[config.mk]
export PLATFORM = sky130hd
export DESIGN_NAME = mpcs_top
export DESIGN_NICKNAME = d
export VERILOG_FILES = /design/src/rtl/mpcs_pkg.sv /design/src/rtl/mpcs_top.sv
export SDC_FILE = /design/constraint.sdc
export NUM_CORES = 1
export LEC_CHECK = 0
export BUFFER_PORTS_ARGS = -buffer_cell sky130_fd_sc_hd__buf_2
export CAP_MARGIN = 20
export CELL_PAD_IN_SITES_DETAIL_PLACEMENT = 0
export CELL_PAD_IN_SITES_GLOBAL_PLACEMENT = 1
export CORE_MARGIN = 2
export CORE_UTILIZATION = 44
export CTS_CLUSTER_DIAMETER = 80
export DETAILED_ROUTE_END_ITERATION = 7
export PLACE_DENSITY = 0.85
export SKIP_LAST_GASP = 1
export SLEW_MARGIN = 15
export SYNTH_ARGS = -nofsm -noshare
export SYNTH_HDL_FRONTEND = slang
export SYNTH_SLANG_ARGS = --single-unit
[constraint.sdc]
create_clock -name i_clk -period 3.3 [get_ports i_clk]
set_input_delay 0.165 -clock i_clk [delete_from_list [all_inputs] [get_ports i_clk]]
set_output_delay 0.165 -clock i_clk [all_outputs]
set_load 0.03 [all_outputs]
[src/rtl/mpcs_pkg.sv]
package mpcs_pkg;

    // ==========================================================================
    // Register byte offsets
    // ==========================================================================
    localparam logic [7:0] OFS_SYSCLK_SET = 8'h00;
    localparam logic [7:0] OFS_SYSCLK_CLR = 8'h04;
    localparam logic [7:0] OFS_SYSCLK_STATE = 8'h08;
    localparam logic [7:0] OFS_MAIN_FREQ = 8'h24;
    localparam logic [7:0] OFS_MAIN_PLL = 8'h28;
    localparam logic [7:0] OFS_MASTER_CLOCK = 8'h30;
    localparam logic [7:0] OFS_USB_CLOCK = 8'h38;
    localparam logic [7:0] OFS_PROGCLK0 = 8'h40;
    localparam logic [7:0] OFS_PROGCLK1 = 8'h44;
    localparam logic [7:0] OFS_IRQ_SET = 8'h60;
    localparam logic [7:0] OFS_IRQ_CLR = 8'h64;
    localparam logic [7:0] OFS_CLOCK_STATUS = 8'h68;
    localparam logic [7:0] OFS_IRQ_MASK = 8'h6C;
    localparam logic [7:0] OFS_PUMP_CURRENT = 8'h80;
    localparam logic [7:0] OFS_PROTECT_MODE = 8'hE4;
    localparam logic [7:0] OFS_PROTECT_STATUS = 8'hE8;

    // ==========================================================================
    // Field positions and write masks
    // ==========================================================================
    localparam int MCK_SRC_LSB = 0;
    localparam int MCK_SCALE_LSB = 4;
    localparam int MCK_DIV_LSB = 8;
    localparam int MCK_HALF_BIT = 12;
    localparam logic [31:0] MCK_WRITE_MASK = 32'h0000_1373;
    localparam int PCK_SRC_LSB = 0;
    localparam int PCK_SCALE_LSB = 4;
    localparam logic [31:0] PCK_WRITE_MASK = 32'h0000_0077;
    localparam int SYSCLK_PCK_LSB = 8;
    localparam int SR_MAIN_LOCK_BIT = 1;
    localparam int SR_MASTER_READY_BIT = 3;
    localparam int SR_USB_LOCK_BIT = 6;
    localparam int SR_PROG_READY_LSB = 8;
    localparam logic [31:0] SR_IRQ_MASK = 32'h0000_034A;
    localparam int PROT_ENABLE_BIT = 0;
    localparam int PROT_VIOLATION_BIT = 0;
    localparam int PROT_SOURCE_LSB = 8;

    // ==========================================================================
    // Reset values
    // ==========================================================================
    localparam logic [31:0] MCK_RESET = 32'h0000_0001;
    localparam logic [31:0] PCK_RESET = 32'h0000_0000;
    localparam logic [31:0] MAIN_PLL_RESET = 32'h0000_3F00;
    localparam logic [31:0] PUMP_RESET = 32'h0100_0100;
    localparam logic [31:0] ZERO_RESET = 32'h0000_0000;

    // ==========================================================================
    // Clock source codes and switch timing, in edges of the new source
    // ==========================================================================
    localparam logic [2:0] SRC_SLOW = 3'h0;
    localparam logic [2:0] SRC_MAIN = 3'h1;
    localparam logic [2:0] SRC_MAIN_PLL = 3'h2;
    localparam logic [2:0] SRC_USB_PLL = 3'h3;
    localparam logic [2:0] SRC_MASTER = 3'h4;
    localparam logic [2:0] HSIZE_WORD = 3'h2;
    localparam logic [6:0] SWITCH_EDGES = 7'h04;
    localparam logic [6:0] SCALE_EXTRA_EDGES = 7'h40;

endpackage

[src/rtl/mpcs_top.sv]
// Our own choices: the placing of the registers and register access over AHB-Lite.
`timescale 1ns/1ps
`default_nettype none

// Overview of operation
// Master source selector picks the divider source; resets to main clock.
// Prescaler divides selected master source by 1, 2, 4, 8, 16, 32 or 64.
// Master divider code 0..3 divides processor clock by 1..4 for master clock.
// Half-divide bit halves the main PLL clock before master selection.
// Master divider and half-divide reset to zero.
// After a master register write, ready flag sets once the clock settles.
// Software going to a PLL writes prescaler first, then the source.
// Software going to main or slow writes the source first, then prescaler.
// Source or prescaler change drops ready until the clocks are stable.
// Ready stays low while the selected PLL is unlocked, sets on relock.
// While the selected PLL is unlocked the master runs from slow clock.
// Two output clocks, set and clear writes, state readable, off at reset.
// Output clock source: main, slow, master, main PLL, USB PLL; slow default.
// Output clock prescaler 1..64, resets to divide by one.
// Output clock ready flag sets after enabling; single-write configuration.
// Software disables an output clock before changing its parameters.
// Software touches peripheral clocks only after clock setup completes.
// Active prescaler adds 64 new-source edges to the master switch time.
// Protect enable bit blocks writes to clock registers.
// A blocked write sets the violation flag and records the target offset.
// Reading the protect status register clears the violation flag.
// Protected set: sysclk set/clear, frequency, PLL, master, USB, output, pump.
// A blocked write leaves the target register unchanged.
module mpcs_top (
    input wire logic i_clk, // System clock, 50 MHz.
    input wire logic i_rst_n, // Synchronous reset, active low.
    input wire logic i_hsel, // AHB slave select.
    input wire logic [31:0] i_haddr, // AHB address.
    input wire logic [1:0] i_htrans, // AHB transfer type.
    input wire logic i_hwrite, // AHB write strobe.
    input wire logic [2:0] i_hsize, // AHB transfer size.
    input wire logic [31:0] i_hwdata, // AHB write data.
    input wire logic i_hready, // AHB bus ready.
    output logic o_hreadyout, // AHB slave ready.
    output logic o_hresp, // AHB response, always OKAY.
    output logic [31:0] o_hrdata, // AHB read data.
    input wire logic i_slow_clock, // Slow clock level.
    input wire logic i_main_clock, // Main clock level.
    input wire logic i_main_pll_clock, // Main PLL clock level.
    input wire logic i_usb_pll_clock, // USB PLL clock level.
    input wire logic i_main_pll_lock_flag, // Main PLL locked.
    input wire logic i_usb_pll_lock_flag, // USB PLL locked.
    output logic o_proc_tick, // One pulse per processor clock period.
    output logic o_master_tick, // One pulse per master clock period.
    output logic [1:0] o_progclk_tick, // One pulse per output clock period.
    output logic [1:0] o_master_source, // Source the master path runs from.
    output logic [31:0] o_main_pll_config, // Main PLL configuration word.
    output logic o_irq // Clock status interrupt.
);

    // ==========================================================================
    // Functions
    // ==========================================================================
    function automatic logic [6:0] div_term(input logic [2:0] code);
        logic [2:0] p;
        p = (code > 3'h6) ? 3'h6 : code;
        div_term = 7'((8'h01 << p) - 8'h01);
    endfunction

    // ==========================================================================
    // Pin synchronisers and edge detection
    // ==========================================================================
    logic [5:0] sync1_reg;
    logic [5:0] sync2_reg;
    logic [5:0] prev_reg;
    logic half_tgl_reg;
    logic [3:0] rise;
    logic [3:0] src_edges;
    logic main_lock;
    logic usb_lock;

    always_ff @(posedge i_clk) begin
        if (!i_rst_n) begin
            sync1_reg <= 6'h00;
            sync2_reg <= 6'h00;
            prev_reg <= 6'h00;
        end else begin
            sync1_reg <= {i_usb_pll_lock_flag, i_main_pll_lock_flag, i_usb_pll_clock,
                          i_main_pll_clock, i_main_clock, i_slow_clock};
            sync2_reg <= sync1_reg;
            prev_reg <= sync2_reg;
        end
    end

    assign rise = sync2_reg[3:0] & ~prev_reg[3:0];
    assign main_lock = sync2_reg[4];
    assign usb_lock = sync2_reg[5];

    // ==========================================================================
    // AHB-Lite slave: one wait cycle per data phase
    // ==========================================================================
    logic wait_reg;
    logic pw_reg;
    logic pok_reg;
    logic [7:0] pa_reg;
    logic acc;

    assign acc = i_hsel & i_htrans[1] & i_hready;

    always_ff @(posedge i_clk) begin
        if (!i_rst_n) begin
            wait_reg <= 1'b0;
            pw_reg <= 1'b0;
            pok_reg <= 1'b0;
            pa_reg <= 8'h00;
        end else begin
            wait_reg <= acc;
            if (acc) begin
                pw_reg <= i_hwrite;
                pa_reg <= i_haddr[7:0];
                pok_reg <= (i_hsize == mpcs_pkg::HSIZE_WORD) && (i_haddr[1:0] == 2'h0);
            end
        end
    end

    assign o_hreadyout = ~wait_reg;
    assign o_hresp = 1'b0;

    wire wr_go = wait_reg & pw_reg & pok_reg;
    wire rd_go = wait_reg & ~pw_reg;
    wire hit_set = (pa_reg == mpcs_pkg::OFS_SYSCLK_SET);
    wire hit_clr = (pa_reg == mpcs_pkg::OFS_SYSCLK_CLR);
    wire hit_state = (pa_reg == mpcs_pkg::OFS_SYSCLK_STATE);
    wire hit_freq = (pa_reg == mpcs_pkg::OFS_MAIN_FREQ);
    wire hit_pll = (pa_reg == mpcs_pkg::OFS_MAIN_PLL);
    wire hit_mck = (pa_reg == mpcs_pkg::OFS_MASTER_CLOCK);
    wire hit_usb = (pa_reg == mpcs_pkg::OFS_USB_CLOCK);
    wire hit_pck0 = (pa_reg == mpcs_pkg::OFS_PROGCLK0);
    wire hit_pck1 = (pa_reg == mpcs_pkg::OFS_PROGCLK1);
    wire hit_iset = (pa_reg == mpcs_pkg::OFS_IRQ_SET);
    wire hit_iclr = (pa_reg == mpcs_pkg::OFS_IRQ_CLR);
    wire hit_sr = (pa_reg == mpcs_pkg::OFS_CLOCK_STATUS);
    wire hit_imask = (pa_reg == mpcs_pkg::OFS_IRQ_MASK);
    wire hit_pump = (pa_reg == mpcs_pkg::OFS_PUMP_CURRENT);
    wire hit_pmode = (pa_reg == mpcs_pkg::OFS_PROTECT_MODE);
    wire hit_pstat = (pa_reg == mpcs_pkg::OFS_PROTECT_STATUS);

    // ==========================================================================
    // Write protection
    // ==========================================================================
    logic prot_en_reg;
    logic vio_reg;
    logic [7:0] vsrc_reg;

    wire hit_protected = hit_set | hit_clr | hit_freq | hit_pll | hit_mck | hit_usb
                         | hit_pck0 | hit_pck1 | hit_pump;
    wire blocked = wr_go & prot_en_reg & hit_protected;
    wire wr_ok = wr_go & ~blocked;
    wire we_set = wr_ok & hit_set;
    wire we_clr = wr_ok & hit_clr;
    wire we_mck = wr_ok & hit_mck;
    wire [1:0] we_pck = {wr_ok & hit_pck1, wr_ok & hit_pck0};

    always_ff @(posedge i_clk) begin
        if (!i_rst_n) begin
            prot_en_reg <= 1'b0;
            vio_reg <= 1'b0;
            vsrc_reg <= 8'h00;
        end else begin
            if (wr_ok && hit_pmode) begin
                prot_en_reg <= i_hwdata[mpcs_pkg::PROT_ENABLE_BIT];
            end
            if (blocked) begin
                vio_reg <= 1'b1;
                vsrc_reg <= pa_reg;
            end else if (rd_go && hit_pstat) begin
                vio_reg <= 1'b0;
            end
        end
    end

    // ==========================================================================
    // Plain configuration words
    // ==========================================================================
    logic [31:0] freq_reg;
    logic [31:0] pll_reg;
    logic [31:0] usb_reg;
    logic [31:0] pump_reg;
    logic [31:0] irqm_reg;

    always_ff @(posedge i_clk) begin
        if (!i_rst_n) begin
            freq_reg <= mpcs_pkg::ZERO_RESET;
            pll_reg <= mpcs_pkg::MAIN_PLL_RESET;
            usb_reg <= mpcs_pkg::ZERO_RESET;
            pump_reg <= mpcs_pkg::PUMP_RESET;
            irqm_reg <= mpcs_pkg::ZERO_RESET;
        end else begin
            if (wr_ok && hit_freq) begin
                freq_reg <= i_hwdata;
            end
            if (wr_ok && hit_pll) begin
                pll_reg <= i_hwdata;
            end
            if (wr_ok && hit_usb) begin
                usb_reg <= i_hwdata;
            end
            if (wr_ok && hit_pump) begin
                pump_reg <= i_hwdata;
            end
            if (wr_ok && hit_iset) begin
                irqm_reg <= (irqm_reg | i_hwdata) & mpcs_pkg::SR_IRQ_MASK;
            end else if (wr_ok && hit_iclr) begin
                irqm_reg <= irqm_reg & ~i_hwdata;
            end
        end
    end

    assign o_main_pll_config = pll_reg;

    // ==========================================================================
    // Master clock path
    // ==========================================================================
    logic [31:0] mck_reg;
    logic [6:0] mpres_cnt_reg;
    logic [1:0] mck_div_cnt_reg;
    logic [6:0] sw_cnt_reg;
    logic ready_reg;
    logic proc_tick_reg;
    logic master_tick_reg;

    wire [1:0] mck_src = mck_reg[mpcs_pkg::MCK_SRC_LSB +: 2];
    wire [2:0] mck_scale = mck_reg[mpcs_pkg::MCK_SCALE_LSB +: 3];
    wire [1:0] mck_div = mck_reg[mpcs_pkg::MCK_DIV_LSB +: 2];
    wire mck_half = mck_reg[mpcs_pkg::MCK_HALF_BIT];
    wire [6:0] mck_term = div_term(mck_scale);
    wire [2:0] new_scale = i_hwdata[mpcs_pkg::MCK_SCALE_LSB +: 3];

    always_ff @(posedge i_clk) begin
        if (!i_rst_n) begin
            half_tgl_reg <= 1'b0;
        end else if (rise[2]) begin
            half_tgl_reg <= ~half_tgl_reg;
        end
    end

    assign src_edges = {rise[3], mck_half ? (rise[2] & half_tgl_reg) : rise[2],
                        rise[1], rise[0]};

    wire sel_unlocked = ((3'(mck_src) == mpcs_pkg::SRC_MAIN_PLL) && !main_lock)
                        || ((3'(mck_src) == mpcs_pkg::SRC_USB_PLL) && !usb_lock);
    wire [1:0] eff_src = sel_unlocked ? mpcs_pkg::SRC_SLOW[1:0] : mck_src;
    wire msrc_edge = src_edges[eff_src];
    wire proc_hit = msrc_edge & (mpres_cnt_reg >= mck_term);
    wire master_hit = proc_hit & (mck_div_cnt_reg >= mck_div);

    always_ff @(posedge i_clk) begin
        if (!i_rst_n) begin
            mck_reg <= mpcs_pkg::MCK_RESET;
            mpres_cnt_reg <= 7'h00;
            mck_div_cnt_reg <= 2'h0;
            proc_tick_reg <= 1'b0;
            master_tick_reg <= 1'b0;
        end else begin
            if (we_mck) begin
                mck_reg <= i_hwdata & mpcs_pkg::MCK_WRITE_MASK;
            end
            if (msrc_edge) begin
                mpres_cnt_reg <= proc_hit ? 7'h00 : mpres_cnt_reg + 7'h01;
            end
            if (proc_hit) begin
                mck_div_cnt_reg <= master_hit ? 2'h0 : mck_div_cnt_reg + 2'h1;
            end
            proc_tick_reg <= proc_hit;
            master_tick_reg <= master_hit;
        end
    end

    always_ff @(posedge i_clk) begin
        if (!i_rst_n) begin
            sw_cnt_reg <= 7'h00;
            ready_reg <= 1'b1;
        end else if (we_mck) begin
            ready_reg <= 1'b0;
            sw_cnt_reg <= (new_scale != 3'h0)
                          ? mpcs_pkg::SWITCH_EDGES + mpcs_pkg::SCALE_EXTRA_EDGES
                          : mpcs_pkg::SWITCH_EDGES;
        end else begin
            if (msrc_edge && sw_cnt_reg != 7'h00) begin
                sw_cnt_reg <= sw_cnt_reg - 7'h01;
            end
            ready_reg <= (sw_cnt_reg == 7'h00) && !sel_unlocked;
        end
    end

    assign o_proc_tick = proc_tick_reg;
    assign o_master_tick = master_tick_reg;
    assign o_master_source = eff_src;

    // ==========================================================================
    // Programmable output clocks
    // ==========================================================================
    logic [31:0] pck_reg [2];
    logic [6:0] ppres_cnt_reg [2];
    logic [1:0] pck_en_reg;
    logic [1:0] prdy_reg;
    logic [1:0] ptick_reg;
    logic [1:0] pck_hit;

    always_ff @(posedge i_clk) begin
        if (!i_rst_n) begin
            pck_en_reg <= 2'h0;
        end else begin
            pck_en_reg <= (pck_en_reg | ({2{we_set}} & i_hwdata[mpcs_pkg::SYSCLK_PCK_LSB +: 2]))
                          & ~({2{we_clr}} & i_hwdata[mpcs_pkg::SYSCLK_PCK_LSB +: 2]);
        end
    end

    for (genvar g = 0; g < 2; g++) begin : g_prog
        wire [2:0] p_src = pck_reg[g][mpcs_pkg::PCK_SRC_LSB +: 3];
        wire [6:0] p_term = div_term(pck_reg[g][mpcs_pkg::PCK_SCALE_LSB +: 3]);
        wire p_edge = (p_src == mpcs_pkg::SRC_MASTER) ? master_hit :
                      (p_src < mpcs_pkg::SRC_MASTER) ? src_edges[p_src[1:0]] : 1'b0;
        assign pck_hit[g] = p_edge & (ppres_cnt_reg[g] >= p_term);

        always_ff @(posedge i_clk) begin
            if (!i_rst_n) begin
                pck_reg[g] <= mpcs_pkg::PCK_RESET;
                ppres_cnt_reg[g] <= 7'h00;
                prdy_reg[g] <= 1'b0;
                ptick_reg[g] <= 1'b0;
            end else begin
                if (we_pck[g]) begin
                    pck_reg[g] <= i_hwdata & mpcs_pkg::PCK_WRITE_MASK;
                end
                if (p_edge) begin
                    ppres_cnt_reg[g] <= pck_hit[g] ? 7'h00 : ppres_cnt_reg[g] + 7'h01;
                end
                if (pck_en_reg[g] && pck_hit[g]) begin
                    prdy_reg[g] <= 1'b1;
                end else if (!pck_en_reg[g] || we_pck[g]) begin
                    prdy_reg[g] <= 1'b0;
                end
                ptick_reg[g] <= pck_hit[g] & pck_en_reg[g];
            end
        end
    end

    assign o_progclk_tick = ptick_reg;

    // ==========================================================================
    // Status, interrupt and read data
    // ==========================================================================
    logic [31:0] sr_val;
    logic [31:0] rd_mux;
    logic irq_reg;
    logic [31:0] hrdata_reg;

    always_comb begin
        sr_val = 32'h0000_0000;
        sr_val[mpcs_pkg::SR_MAIN_LOCK_BIT] = main_lock;
        sr_val[mpcs_pkg::SR_MASTER_READY_BIT] = ready_reg;
        sr_val[mpcs_pkg::SR_USB_LOCK_BIT] = usb_lock;
        sr_val[mpcs_pkg::SR_PROG_READY_LSB +: 2] = prdy_reg;
    end

    wire [31:0] state_val = {22'h000000, pck_en_reg, 8'h00};
    wire [31:0] pstat_val = {16'h0000, vsrc_reg, 7'h00, vio_reg};
    wire [31:0] pmode_val = {31'h00000000, prot_en_reg};

    assign rd_mux = hit_state ? state_val :
                    hit_freq ? freq_reg :
                    hit_pll ? pll_reg :
                    hit_mck ? mck_reg :
                    hit_usb ? usb_reg :
                    hit_pck0 ? pck_reg[0] :
                    hit_pck1 ? pck_reg[1] :
                    hit_sr ? sr_val :
                    hit_imask ? irqm_reg :
                    hit_pump ? pump_reg :
                    hit_pmode ? pmode_val :
                    hit_pstat ? pstat_val : 32'h0000_0000;

    always_ff @(posedge i_clk) begin
        if (!i_rst_n) begin
            hrdata_reg <= 32'h0000_0000;
            irq_reg <= 1'b0;
        end else begin
            if (rd_go) begin
                hrdata_reg <= rd_mux;
            end
            irq_reg <= |(sr_val & irqm_reg);
        end
    end

    assign o_hrdata = hrdata_reg;
    assign o_irq = irq_reg;

endmodule // mpcs_top

`default_nettype wire

==> flow_metrics.env, run 1 <==
export IMPL_grt_pass1_wl_um=62650
export IMPL_required_ps=3520
export IMPL_synth_area_top_cells="dfxtp_1, nand2_1, edfxtp_1"
export IMPL_start_util_pct=44.90
export IMPL_ys_types=82
export IMPL_num_rows=62
export IMPL_vias_per_cell=5.653
export IMPL_grt_max_degree=155
export IMPL_htree_levels=1
export IMPL_diodes=0
export IMPL_fin_skew_ps=27.78
export IMPL_cts_tree="yes"
export IMPL_clock_path_buffers=3
export IMPL_post_cts_setup_buffer_count=0
export IMPL_io_pin_count=153
export IMPL_min_period_ps=2889
export IMPL_coreArea_um2=28860
export IMPL_fp_dieW_um=175.6
export IMPL_ant_nets=0
export IMPL_clockRootBuffer="clkbuf_16"
export IMPL_nets=1788
export IMPL_rsz0062_at_grt="false"
export IMPL_tightestPinTransition_ps=1006
export IMPL_hold_class="input pin to flop"
export IMPL_setup_violations_final=0
export IMPL_worstSetupPathType="flop to flop"
export IMPL_crit_path_end_kind="flop"
export IMPL_area_growth_pct=20.08
export IMPL_die_area_um2=30830
export IMPL_synth_top_area_share_pct=40.79
export IMPL_drv_slew=0
export IMPL_die_height_um=175.6
export IMPL_dr_pass1_iters=8
export IMPL_total_power_mw=7.655
export IMPL_first_global_vias=11470
export IMPL_cp_start_kind="flop"
export IMPL_antenna_found_initial=0
export IMPL_dpl_hpwl_um=25930
export IMPL_hold_viol=0
export IMPL_syn_area_per_cell_um2=8.413
export IMPL_maxCapViolCount=0
export IMPL_place_gp_congestion=0.9144
export IMPL_cts_clk_slew_worst_paths_ps=60
export IMPL_fmax_ghz=0.3462
export IMPL_yosys_area_top_type="dfxtp_1"
export IMPL_p_leak_nw=5.817
export IMPL_maxSlewHeadroom_pct=32.91
export IMPL_syn_area_um2=12960
export IMPL_fin_tns_setup_ps=0
export IMPL_outcome="completed"
export IMPL_drt_wl_total_um=39620
export IMPL_async_reset_ff_share_pct=0
export IMPL_clkSinkCount=290
export IMPL_synth_edf_count=26
export IMPL_syn_num_nets=1645
export IMPL_numCtsBuffers=31
export IMPL_gr_total_overflow=0
export IMPL_crit_arrival_ps=3100
export IMPL_finalCritPeriodShare_pct=87.54
export IMPL_synthFlopType="dfxtp_1"
export IMPL_power_density_nw_per_um2=492.1
export IMPL_wl_per_cell_um=18.94
export IMPL_synth_ff_latch_count=290
export IMPL_drc=0
export IMPL_drive_gt1_share_pct=15.22
export IMPL_num_vias=11830
export IMPL_crit_path_max_fanout=10
export IMPL_numPortBuffers=126
export IMPL_grtUsageTotal_pct=25.43
export IMPL_finish_utilization_pct=53.91
export IMPL_yosys_warnings=0
export IMPL_clock_latency_ps=570
export IMPL_ir_worst_vdd_mv=0.4022
export IMPL_ys_seq_area_share_pct=46.82
export IMPL_drtIter0Drc=900
export IMPL_synthCells=1540
## through the flow
stage	instance area [um^2]	instances	hold WS, ps	worst slack (ps)
after floorplan	12960	1540	289.0	656.4
after global placement	14000	1986	369.8	454.3
after detailed placement	14000	1986	375.7	431.2
after CTS	15560	2092	1.877	403.9
after global routing	15560	2092	43.63	176.2
final	15560	2092	17.50	411.1
## Yosys cell counts (7+ instances only)
library cell and number:
nand2_1 307, dfxtp_1 264, a21oi_1 153, o21ai_0 110, nand3_1 103, clkbuf_1 61
nor2_1 47, and3_1 36, and2_1 35, buf_2 33, nor3_1 29, a22oi_1 27
edfxtp_1 26, ha_1 25, o22ai_1 23, inv_1 22, o21ai_1 19, xnor2_1 18
mux2i_1 16, nand2b_1 15, a211oi_1 7, a21o_1 7, a22o_1 7, buf_1 7
nor4_1 7, o31ai_1 7
## kinds of logic after synthesis
kind of cell / Yosys count / synth area share, %
multiplexers: 20 / 1.758
flip-flops: 290 / 46.82
other: 1 / 0.02894
AND/OR/NAND/NOR: 643 / 24.60
AO/OA/AOI/OAI: 406 / 18.32
buffers and inverters: 133 / 4.578
adder cells (fa/ha/maj): 25 / 2.414
XOR/XNOR: 22 / 1.487
## cell type report
type | instances | area (um^2)
fillers | 2675 | 13300
multi-input cells | 1117 | 6322
flip-flops and latches | 290 | 6066
repair buffers | 220 | 1521
clock buffers | 48 | 950.9
well taps | 384 | 480.5
clock inverters | 10 | 128.9
inverters | 23 | 87.58
## placed cells by master, fill, tap and decap left out, drive strengths merged, types with 7 or more instances in the layout
cell / instances
inv: 22
a22oi: 27
nor2: 50
clkinv: 8
mux2i: 16
a211oi: 7
o22ai: 23
dfxtp: 264
clkbuf: 48
a21oi: 153
nor3: 33
o21ai: 130
and3: 36
a21o: 7
nor3b: 7
buf: 172
nand4: 8
nor4: 12
a22o: 7
xnor2: 18
a31oi: 7
ha: 25
and2: 35
nand3: 103
o31ai: 7
nand2b: 15
nand2: 311
dlygate4sd3: 48
edfxtp: 26
## critical path, stage by stage, from the launching register on
cell	delay (ps)
dfxtp_1	360
or3_1	380
ha_1	280
nor2b_1	100
o21ai_0	100
a41oi_1	360
nor3_2	150
a31oi_2	510
nand2_1	320
## final timing paths
check                          start                                end  slack (ps)  depth (start not counted)
max          mck_reg[5]$_SDFFE_PN0P_  ppres_cnt_reg[0][2]$_SDFFCE_PP0P_         410                          8
min reg2reg  sync1_reg[5]$_SDFF_PN0_            sync2_reg[5]$_SDFF_PN0_         430                          1
min                       i_hsize[2]               pok_reg$_SDFFE_PN0P_          20                          5
max reg2reg  mck_reg[5]$_SDFFE_PN0P_  ppres_cnt_reg[0][2]$_SDFFCE_PP0P_         410                          8
## report_power, final
part / switching, mW / total, mW / internal [mW] / leakage [nW]
Sequential: 0.0345 / 3.62 / 3.58 / 2.40
Clock: 1.41 / 3.62 / 2.21 / 0.538
Combinational: 0.269 / 0.423 / 0.154 / 2.88
Total: 1.72 / 7.66 / 5.94 / 5.82
## routing by layer
metal	track usage, %	wire length [um]
met5	0	0
met4	6.956	884
met3	3.377	2636
met2	42.40	18510
met1	34.71	17590
## what timing repair did
item	in CTS	in global routing
resized for setup	0	0
hold buffers	48	0
endpoints found under the hold margin	169	0
Power figures use the tool's default switching activity.
==> inputs of run 2 (changes only) <==
--- a/config.mk
+++ b/config.mk
@@ -6,14 +6,15 @@
 export NUM_CORES = 1
 export LEC_CHECK = 0
 export BUFFER_PORTS_ARGS = -buffer_cell sky130_fd_sc_hd__buf_2
-export CAP_MARGIN = 20
 export CELL_PAD_IN_SITES_DETAIL_PLACEMENT = 0
 export CELL_PAD_IN_SITES_GLOBAL_PLACEMENT = 1
 export CORE_MARGIN = 2
 export CORE_UTILIZATION = 44
 export CTS_CLUSTER_DIAMETER = 80
+export CTS_CLUSTER_SIZE = 24
 export DETAILED_ROUTE_END_ITERATION = 7
 export PLACE_DENSITY = 0.85
+export REMOVE_ABC_BUFFERS = 1
 export SKIP_LAST_GASP = 1
 export SLEW_MARGIN = 15
 export SYNTH_ARGS = -nofsm -noshare
==> run 2 against run 1 <==
Effect of this change:
- die area unchanged
- sequential cell count unchanged
- routed wire length down 0.35%
- first-iteration DRC count up 20%
- clock-buffer cell count down 26
- global-route usage about the same
- cell count down 1.4%
- sequential power about the same
- total power down 18%
- fmax down 0.54%
- largest cell class unchanged
==> flow_metrics.env, run 2 (synthesis gave the netlist of run 1 again) <==
export IMPL_outcome="completed"
export IMPL_max_stage_delay_ps=490
export IMPL_crit_arrival_ps=3070
export IMPL_r2r_start="mck_reg[5]$_SDFFE_PN0P_"
export IMPL_finalCritPeriodShare_pct=88.02
export IMPL_hold_viol=0
export IMPL_fmax_ghz=0.3443
export IMPL_dr_pass1_iters=7
export IMPL_diodes=0
export IMPL_worst_r2r_endpoint="ppres_cnt_reg[0][3]$_SDFFCE_PP0P_"
export IMPL_fp_dieW_um=175.6
export IMPL_clock_path_buffers=3
export IMPL_num_vias=11780
export IMPL_fillCellCount=2780
export IMPL_ir_worst_vdd_mv=0.3542
export IMPL_first_global_vias=11060
export IMPL_numCtsBuffers=16
export IMPL_maxCapViolCount=0
export IMPL_min_period_ps=2905
export IMPL_nets=1777
export IMPL_cts_tree="yes"
export IMPL_grt_pass1_wl_um=62540
export IMPL_place_gp_congestion=0.9270
export IMPL_cp_start_kind="flop"
export IMPL_io_pin_count=153
export IMPL_drc=0
export IMPL_ant_nets=0
export IMPL_rsz0062_at_grt="false"
export IMPL_tightestPinTransition_ps=1000
export IMPL_r2r_setup_slack_ps=400
export IMPL_drtIter0Drc=1083
export IMPL_num_rows=62
export IMPL_slowest_stage="a31oi_2"
export IMPL_fin_skew_ps=16.54
export IMPL_path_buf_inv=0
export IMPL_drive_gt1_share_pct=14.23
export IMPL_cts_clk_slew_worst_paths_ps=100
export IMPL_mostFrequentLayoutCells="nand2_1, dfxtp_1, a21oi_1"
export IMPL_min_to="usb_reg[4]$_SDFFE_PN0P_"
export IMPL_holdPathStages=3
export IMPL_hold_class="input pin to flop"
export IMPL_area_growth_pct=15.92
export IMPL_setup_violations_final=0
export IMPL_drv_slew=0
export IMPL_worstHoldStart="i_hwdata[4]"
export IMPL_wl_per_cell_um=19.14
export IMPL_reg2reg_depth=8
export IMPL_fin_tns_setup_ps=0
export IMPL_path_cells="or3_1 -> ha_1 -> nor2b_1 -> o21ai_0 -> a41oi_1 -> nor3_2 -> a31oi_2 -> nand2_1"
export IMPL_vias_per_cell=5.710
export IMPL_die_area_um2=30830
export IMPL_total_power_mw=6.242
export IMPL_required_ps=3470
export IMPL_grtUsageTotal_pct=25.45
export IMPL_htree_levels=1
export IMPL_dpl_hpwl_um=26020
export IMPL_maxSlewHeadroom_pct=33.30
export IMPL_worstSetupPathType="flop to flop"
export IMPL_p_leak_nw=5.550
export IMPL_crit_path_end_kind="flop"
export IMPL_coreArea_um2=28860
export IMPL_crit_path_max_fanout=10
export IMPL_numPortBuffers=126
export IMPL_clock_latency_ps=510
export IMPL_gr_total_overflow=0
export IMPL_grt_max_degree=155
export IMPL_die_height_um=175.6
export IMPL_clkSinkCount=290
export IMPL_final_common_cell="nand2_1"
export IMPL_critical_path_top_delay_family="simple AND/OR/NAND/NOR gates"
export IMPL_clockRootBuffer="clkbuf_16"
export IMPL_start_util_pct=44.90
export IMPL_antenna_found_initial=0
export IMPL_drt_wl_total_um=39480
export IMPL_power_density_nw_per_um2=415.6
export IMPL_ctsResizeCount=0
-- run 2: how the worst max path moves through the flow --
stage / slack, ps / to / cells past startpoint / start
after floorplan: 240 / o_main_pll_config[0]$_SDFFE_PN0P_ / 5 / pa_reg[4]$_SDFFE_PN0P_
after global placement: 480 / ppres_cnt_reg[0][3]$_SDFFCE_PP0P_ / 8 / mck_reg[5]$_SDFFE_PN0P_
after detailed placement: 410 / ppres_cnt_reg[0][4]$_SDFFCE_PP0P_ / 8 / mck_reg[5]$_SDFFE_PN0P_
after CTS: 390 / ppres_cnt_reg[0][3]$_SDFFCE_PP0P_ / 8 / mck_reg[5]$_SDFFE_PN0P_
after global routing: 140 / ppres_cnt_reg[0][3]$_SDFFCE_PP0P_ / 8 / mck_reg[6]$_SDFFE_PN0P_
final: 400 / ppres_cnt_reg[0][3]$_SDFFCE_PP0P_ / 8 / mck_reg[5]$_SDFFE_PN0P_
-- run 2: metal layers --
metal / GRT usage [%] / part of all wire (%) / up-vias
met4: 8.230 / 2.8 / 0
met1: 35.98 / 45 / 5596
met3: 2.792 / 6.7 / 75
met5: 0 / 0 / -
met2: 40.75 / 46 / 424
li1: - / - / 5684
-- run 2: report_power, final --
group          internal (mW)  switching [mW]  total [mW]
registers               3.58          0.0354        3.61
logic                  0.154           0.266       0.420
clock network           1.03            1.18        2.21
total                   4.76            1.49        6.24
-- run 2: stage by stage --
step                cells  instance area [um^2]  util (%)  setup WS [ps]  hold WS [ps]
global placement     1994                 14080     48.80          478.2         368.9
detailed placement   1994                 14080     48.80          411.2         374.6
CTS                  2063                 15020     52.05          390.9         2.494
global route         2063                 15020     52.05          139.2         7.765
floorplan            1430                 12450         -          239.6         236.8
finish               2063                 15020     52.05          395.3         16.84
-- run 2: final cells by class --
| type | instances | area (um^2) | share of cell area, % |
|---|---|---|---|
| Clock inverter | 3 | 21.27 | 0.1416 |
| Clock buffer | 22 | 475.5 | 3.166 |
| Timing Repair Buffer | 224 | 1567 | 10.43 |
| Sequential cell | 290 | 6066 | 40.39 |
| Inverter | 23 | 87.58 | 0.5831 |
| Tap cell | 384 | 480.5 | 3.199 |
| Multi-Input combinational cell | 1117 | 6322 | 42.09 |
-- run 2: worst reg2reg max path: stages, from the launching register on --
cell	delay, ps
dfxtp_1	380
or3_1	360
ha_1	280
nor2b_1	110
o21ai_0	90
a41oi_1	370
nor3_2	150
a31oi_2	490
nand2_1	330
-- run 2: repair_timing --
action | in CTS | in global routing
setup buffers | 0 | 0
setup endpoints to repair | 0 | 0
hold endpoints to repair | 146 | 0
hold buffers | 44 | 0
==> inputs of run 3 (changes only) <==
--- a/config.mk
+++ b/config.mk
@@ -5,18 +5,21 @@
 export SDC_FILE = /design/constraint.sdc
 export NUM_CORES = 1
 export LEC_CHECK = 0
+export ABC_AREA = 1
 export BUFFER_PORTS_ARGS = -buffer_cell sky130_fd_sc_hd__buf_2
 export CELL_PAD_IN_SITES_DETAIL_PLACEMENT = 0
 export CELL_PAD_IN_SITES_GLOBAL_PLACEMENT = 1
 export CORE_MARGIN = 2
-export CORE_UTILIZATION = 44
+export CORE_UTILIZATION = 43
 export CTS_CLUSTER_DIAMETER = 80
 export CTS_CLUSTER_SIZE = 24
 export DETAILED_ROUTE_END_ITERATION = 7
 export PLACE_DENSITY = 0.85
 export REMOVE_ABC_BUFFERS = 1
+export SETUP_SLACK_MARGIN = 0.05
 export SKIP_LAST_GASP = 1
 export SLEW_MARGIN = 15
 export SYNTH_ARGS = -nofsm -noshare
 export SYNTH_HDL_FRONTEND = slang
 export SYNTH_SLANG_ARGS = --single-unit
+export TNS_END_PERCENT = 10
==> run 3 against run 2 <==
Effect of this change:
- via count down 1.1%
- total power about the same
- routed wire length down 8.4%
- register-to-register slack better by 160 ps
- sequential cell count unchanged
- clock skew up 2.5 ps
- cell count up 9.5%
- non-clock buffer count down 24
- setup slack better by 160 ps
- clock-buffer cell count down 3
- the flow now finishes with violations (negative hold slack)
==> flow_metrics.env, run 3 <==
export IMPL_outcome="finished, violations left"
export IMPL_fmax_ghz=0.3642
export IMPL_synth_most_common_cell="nand2_1"
export IMPL_numPortBuffers=126
export IMPL_clkSinkCount=290
export IMPL_numCtsBuffers=17
export IMPL_min_period_ps=2746
export IMPL_drt_wl_total_um=36180
export IMPL_slowest_stage="dfxtp_1"
export IMPL_htree_levels=1
export IMPL_async_reset_ff_share_pct=0
export IMPL_clock_path_buffers=3
export IMPL_rsz0062_at_grt="false"
export IMPL_drtIter0Drc=787
export IMPL_max_stage_delay_ps=340
export IMPL_coreArea_um2=29640
export IMPL_final_common_cell="nand2_1"
export IMPL_grt_pass1_wl_um=57810
export IMPL_fp_dieW_um=177.5
export IMPL_die_area_um2=31520
export IMPL_first_global_vias=10710
export IMPL_grt_max_degree=123
export IMPL_place_gp_congestion=0.8412
export IMPL_num_rows=63
export IMPL_diodes=0
export IMPL_syn_area_um2=12950
export IMPL_synth_ff_latch_count=290
export IMPL_hold_viol=1
export IMPL_place_ws_ps=522.6
export IMPL_crit_path_max_fanout=11
export IMPL_ir_worst_vdd_mv=0.3627
export IMPL_clock_latency_ps=510
export IMPL_synth_xor_xnor_area_share_pct=1.353
export IMPL_cts_tree="yes"
export IMPL_fillCellCount=3019
export IMPL_vias_per_cell=5.159
export IMPL_fin_skew_ps=19.06
export IMPL_mostFrequentLayoutCells="nand2_1, dfxtp_1, inv_1"
export IMPL_synth_top_family_by_area="simple AND/OR/NAND/NOR gates"
export IMPL_finalCritPeriodShare_pct=83.21
export IMPL_hold_ws_ps=-12.46
export IMPL_routed_top_layer="met4"
export IMPL_drive_gt1_share_pct=11.24
export IMPL_violations="negative hold slack"
export IMPL_synthFlopType="dfxtp_1"
export IMPL_crit_top_cell="nand2_1"
export IMPL_dr_pass1_iters=5
export IMPL_start_util_pct=43.69
export IMPL_ant_nets=0
export IMPL_antenna_found_initial=0
export IMPL_synth_edf_count=26
export IMPL_grtUsageTotal_pct=22.93
export IMPL_post_cts_setup_buffer_count=0
export IMPL_worstSetupPathType="flop to flop"
export IMPL_wl_met3_um=1823
export IMPL_finish_utilization_pct=50.08
export IMPL_tightestPinTransition_ps=820.8
export IMPL_synthTopCellsByCount="nand2_1, dfxtp_1, inv_1"
export IMPL_setup_violations_final=0
export IMPL_crit_arrival_ps=2920
export IMPL_synthCells=1733
export IMPL_crit_path_end_kind="flop"
export IMPL_drv_slew=0
export IMPL_num_vias=11650
export IMPL_synth_compound_area_share_pct=19.21
export IMPL_ys_seq_area_share_pct=46.85
export IMPL_power_density_nw_per_um2=420.9
export IMPL_dpl_hpwl_um=24070
export IMPL_hold_class="input pin to flop"
export IMPL_yosys_area_top_type="dfxtp_1"
export IMPL_wl_per_cell_um=16.02
export IMPL_dr_wl_met2_um=16740
export IMPL_ctsResizeCount=0
export IMPL_fin_tns_setup_ps=0
export IMPL_clockRootBuffer="clkbuf_16"
export IMPL_syn_area_per_cell_um2=7.472
export IMPL_p_leak_nw=6.334
export IMPL_die_height_um=177.5
export IMPL_ys_types=47
export IMPL_maxCapViolCount=0
export IMPL_synth_area_top_cells="dfxtp_1, nand2_1, a21oi_1"
export IMPL_cts_clk_slew_worst_paths_ps=90
export IMPL_path_cells="inv_1 -> nor2_1 -> o21ai_0 -> nand2_1 -> o21ai_0 -> nand2_1 -> nand2_1 -> inv_1 -> nand2_1 -> nor2_1 -> nand2_1 -> nand3_1"
export IMPL_drt_met1_wl_um=16830
export IMPL_required_ps=3470
export IMPL_drc=0
export IMPL_maxSlewHeadroom_pct=45.22
export IMPL_synth_top_area_share_pct=40.82
export IMPL_gr_total_overflow=0
export IMPL_yosys_warnings=0
export IMPL_yosys_area_share_simple_pct=20.33
export IMPL_io_pin_count=153
export IMPL_nets=1970
export IMPL_synth_fa_ha_area_share_pct=2.416
export IMPL_muxShareOfSynthArea_pct=0
export IMPL_area_growth_pct=14.63
export IMPL_worst_slack_ps=554.2
export IMPL_cp_start_kind="flop"
==> run 3: cell type report <==
type | count | area (um^2) | share of cell area, %
sequential | 290 | 6066 | 40.87
timing repair buffer | 200 | 1331 | 8.969
clock buffer | 19 | 432.9 | 2.917
multi-input combinational | 1127 | 5612 | 37.81
clock inverter | 4 | 53.80 | 0.3625
tap | 390 | 488.0 | 3.288
inverter | 229 | 859.6 | 5.791
==> run 3: power by group <==
group          total [mW]  internal, mW  switching [mW]  leakage (nW)
logic               0.419         0.146           0.273          3.70
clock network        2.22         0.980            1.24         0.238
registers            3.61          3.58          0.0292          2.40
==> run 3: path summary, 6_finish.rpt <==
check	slack [ps]	to	cells after the start	start
min	-10	pa_reg[4]$_SDFFE_PN0P_	3	i_haddr[4]
max reg2reg	550	ppres_cnt_reg[1][2]$_SDFFCE_PP0P_	12	sync2_reg[2]$_SDFF_PN0_
min reg2reg	420	sync2_reg[1]$_SDFF_PN0_	2	sync1_reg[1]$_SDFF_PN0_
max	550	ppres_cnt_reg[1][2]$_SDFFCE_PP0P_	12	sync2_reg[2]$_SDFF_PN0_
==> run 3: logic make-up (layout without fill, tap and decap cells) <==
kind of cell,Yosys count,after routing
compound gates,464,464
xor+xnor,20,20
fa+ha+maj,25,25
buf+inv,316,452
flops,290,290
other cells,1,1
simple gates,617,617
==> run 3: repair_timing <==
item	4_1_cts	5_1_grt
hold buffers	47	0
hold endpoints to repair	107	0
endpoints found under the setup margin	0	0
==> run 3: through the flow <==
| step | hold slack (ps) | power (mW) | std cells | cell area, um^2 |
|---|---|---|---|---|
| 2_1_floorplan | 236.1 | 3.881 | 1646 | 12540 |
| 6_report | -12.46 | 6.247 | 2259 | 14840 |
| 3_5_place_dp | 349.3 | 4.067 | 2189 | 13890 |
| 4_1_cts | 6.438 | 6.300 | 2259 | 14840 |
| 5_1_grt | 22.92 | 6.466 | 2259 | 14840 |
| 3_3_place_gp | 351.7 | 4.060 | 2189 | 13890 |
==> run 3: worst max-delay path, delay by kind of cell, from the launching register on <==
| kind | cells | cell delay, ps |
|---|---|---|
| AND/OR/NAND/NOR | 8 | 1390 |
| flip-flops | 1 | 340 |
| buffers and inverters | 2 | 340 |
| AO/OA/AOI/OAI | 2 | 330 |
==> run 3: metal layers <==
metal | track usage, % | vias up
met5 | 0 | -
met4 | 5.635 | 0
met3 | 3.213 | 51
met2 | 37.81 | 281
met1 | 31.62 | 5403
li1 | - | 5919
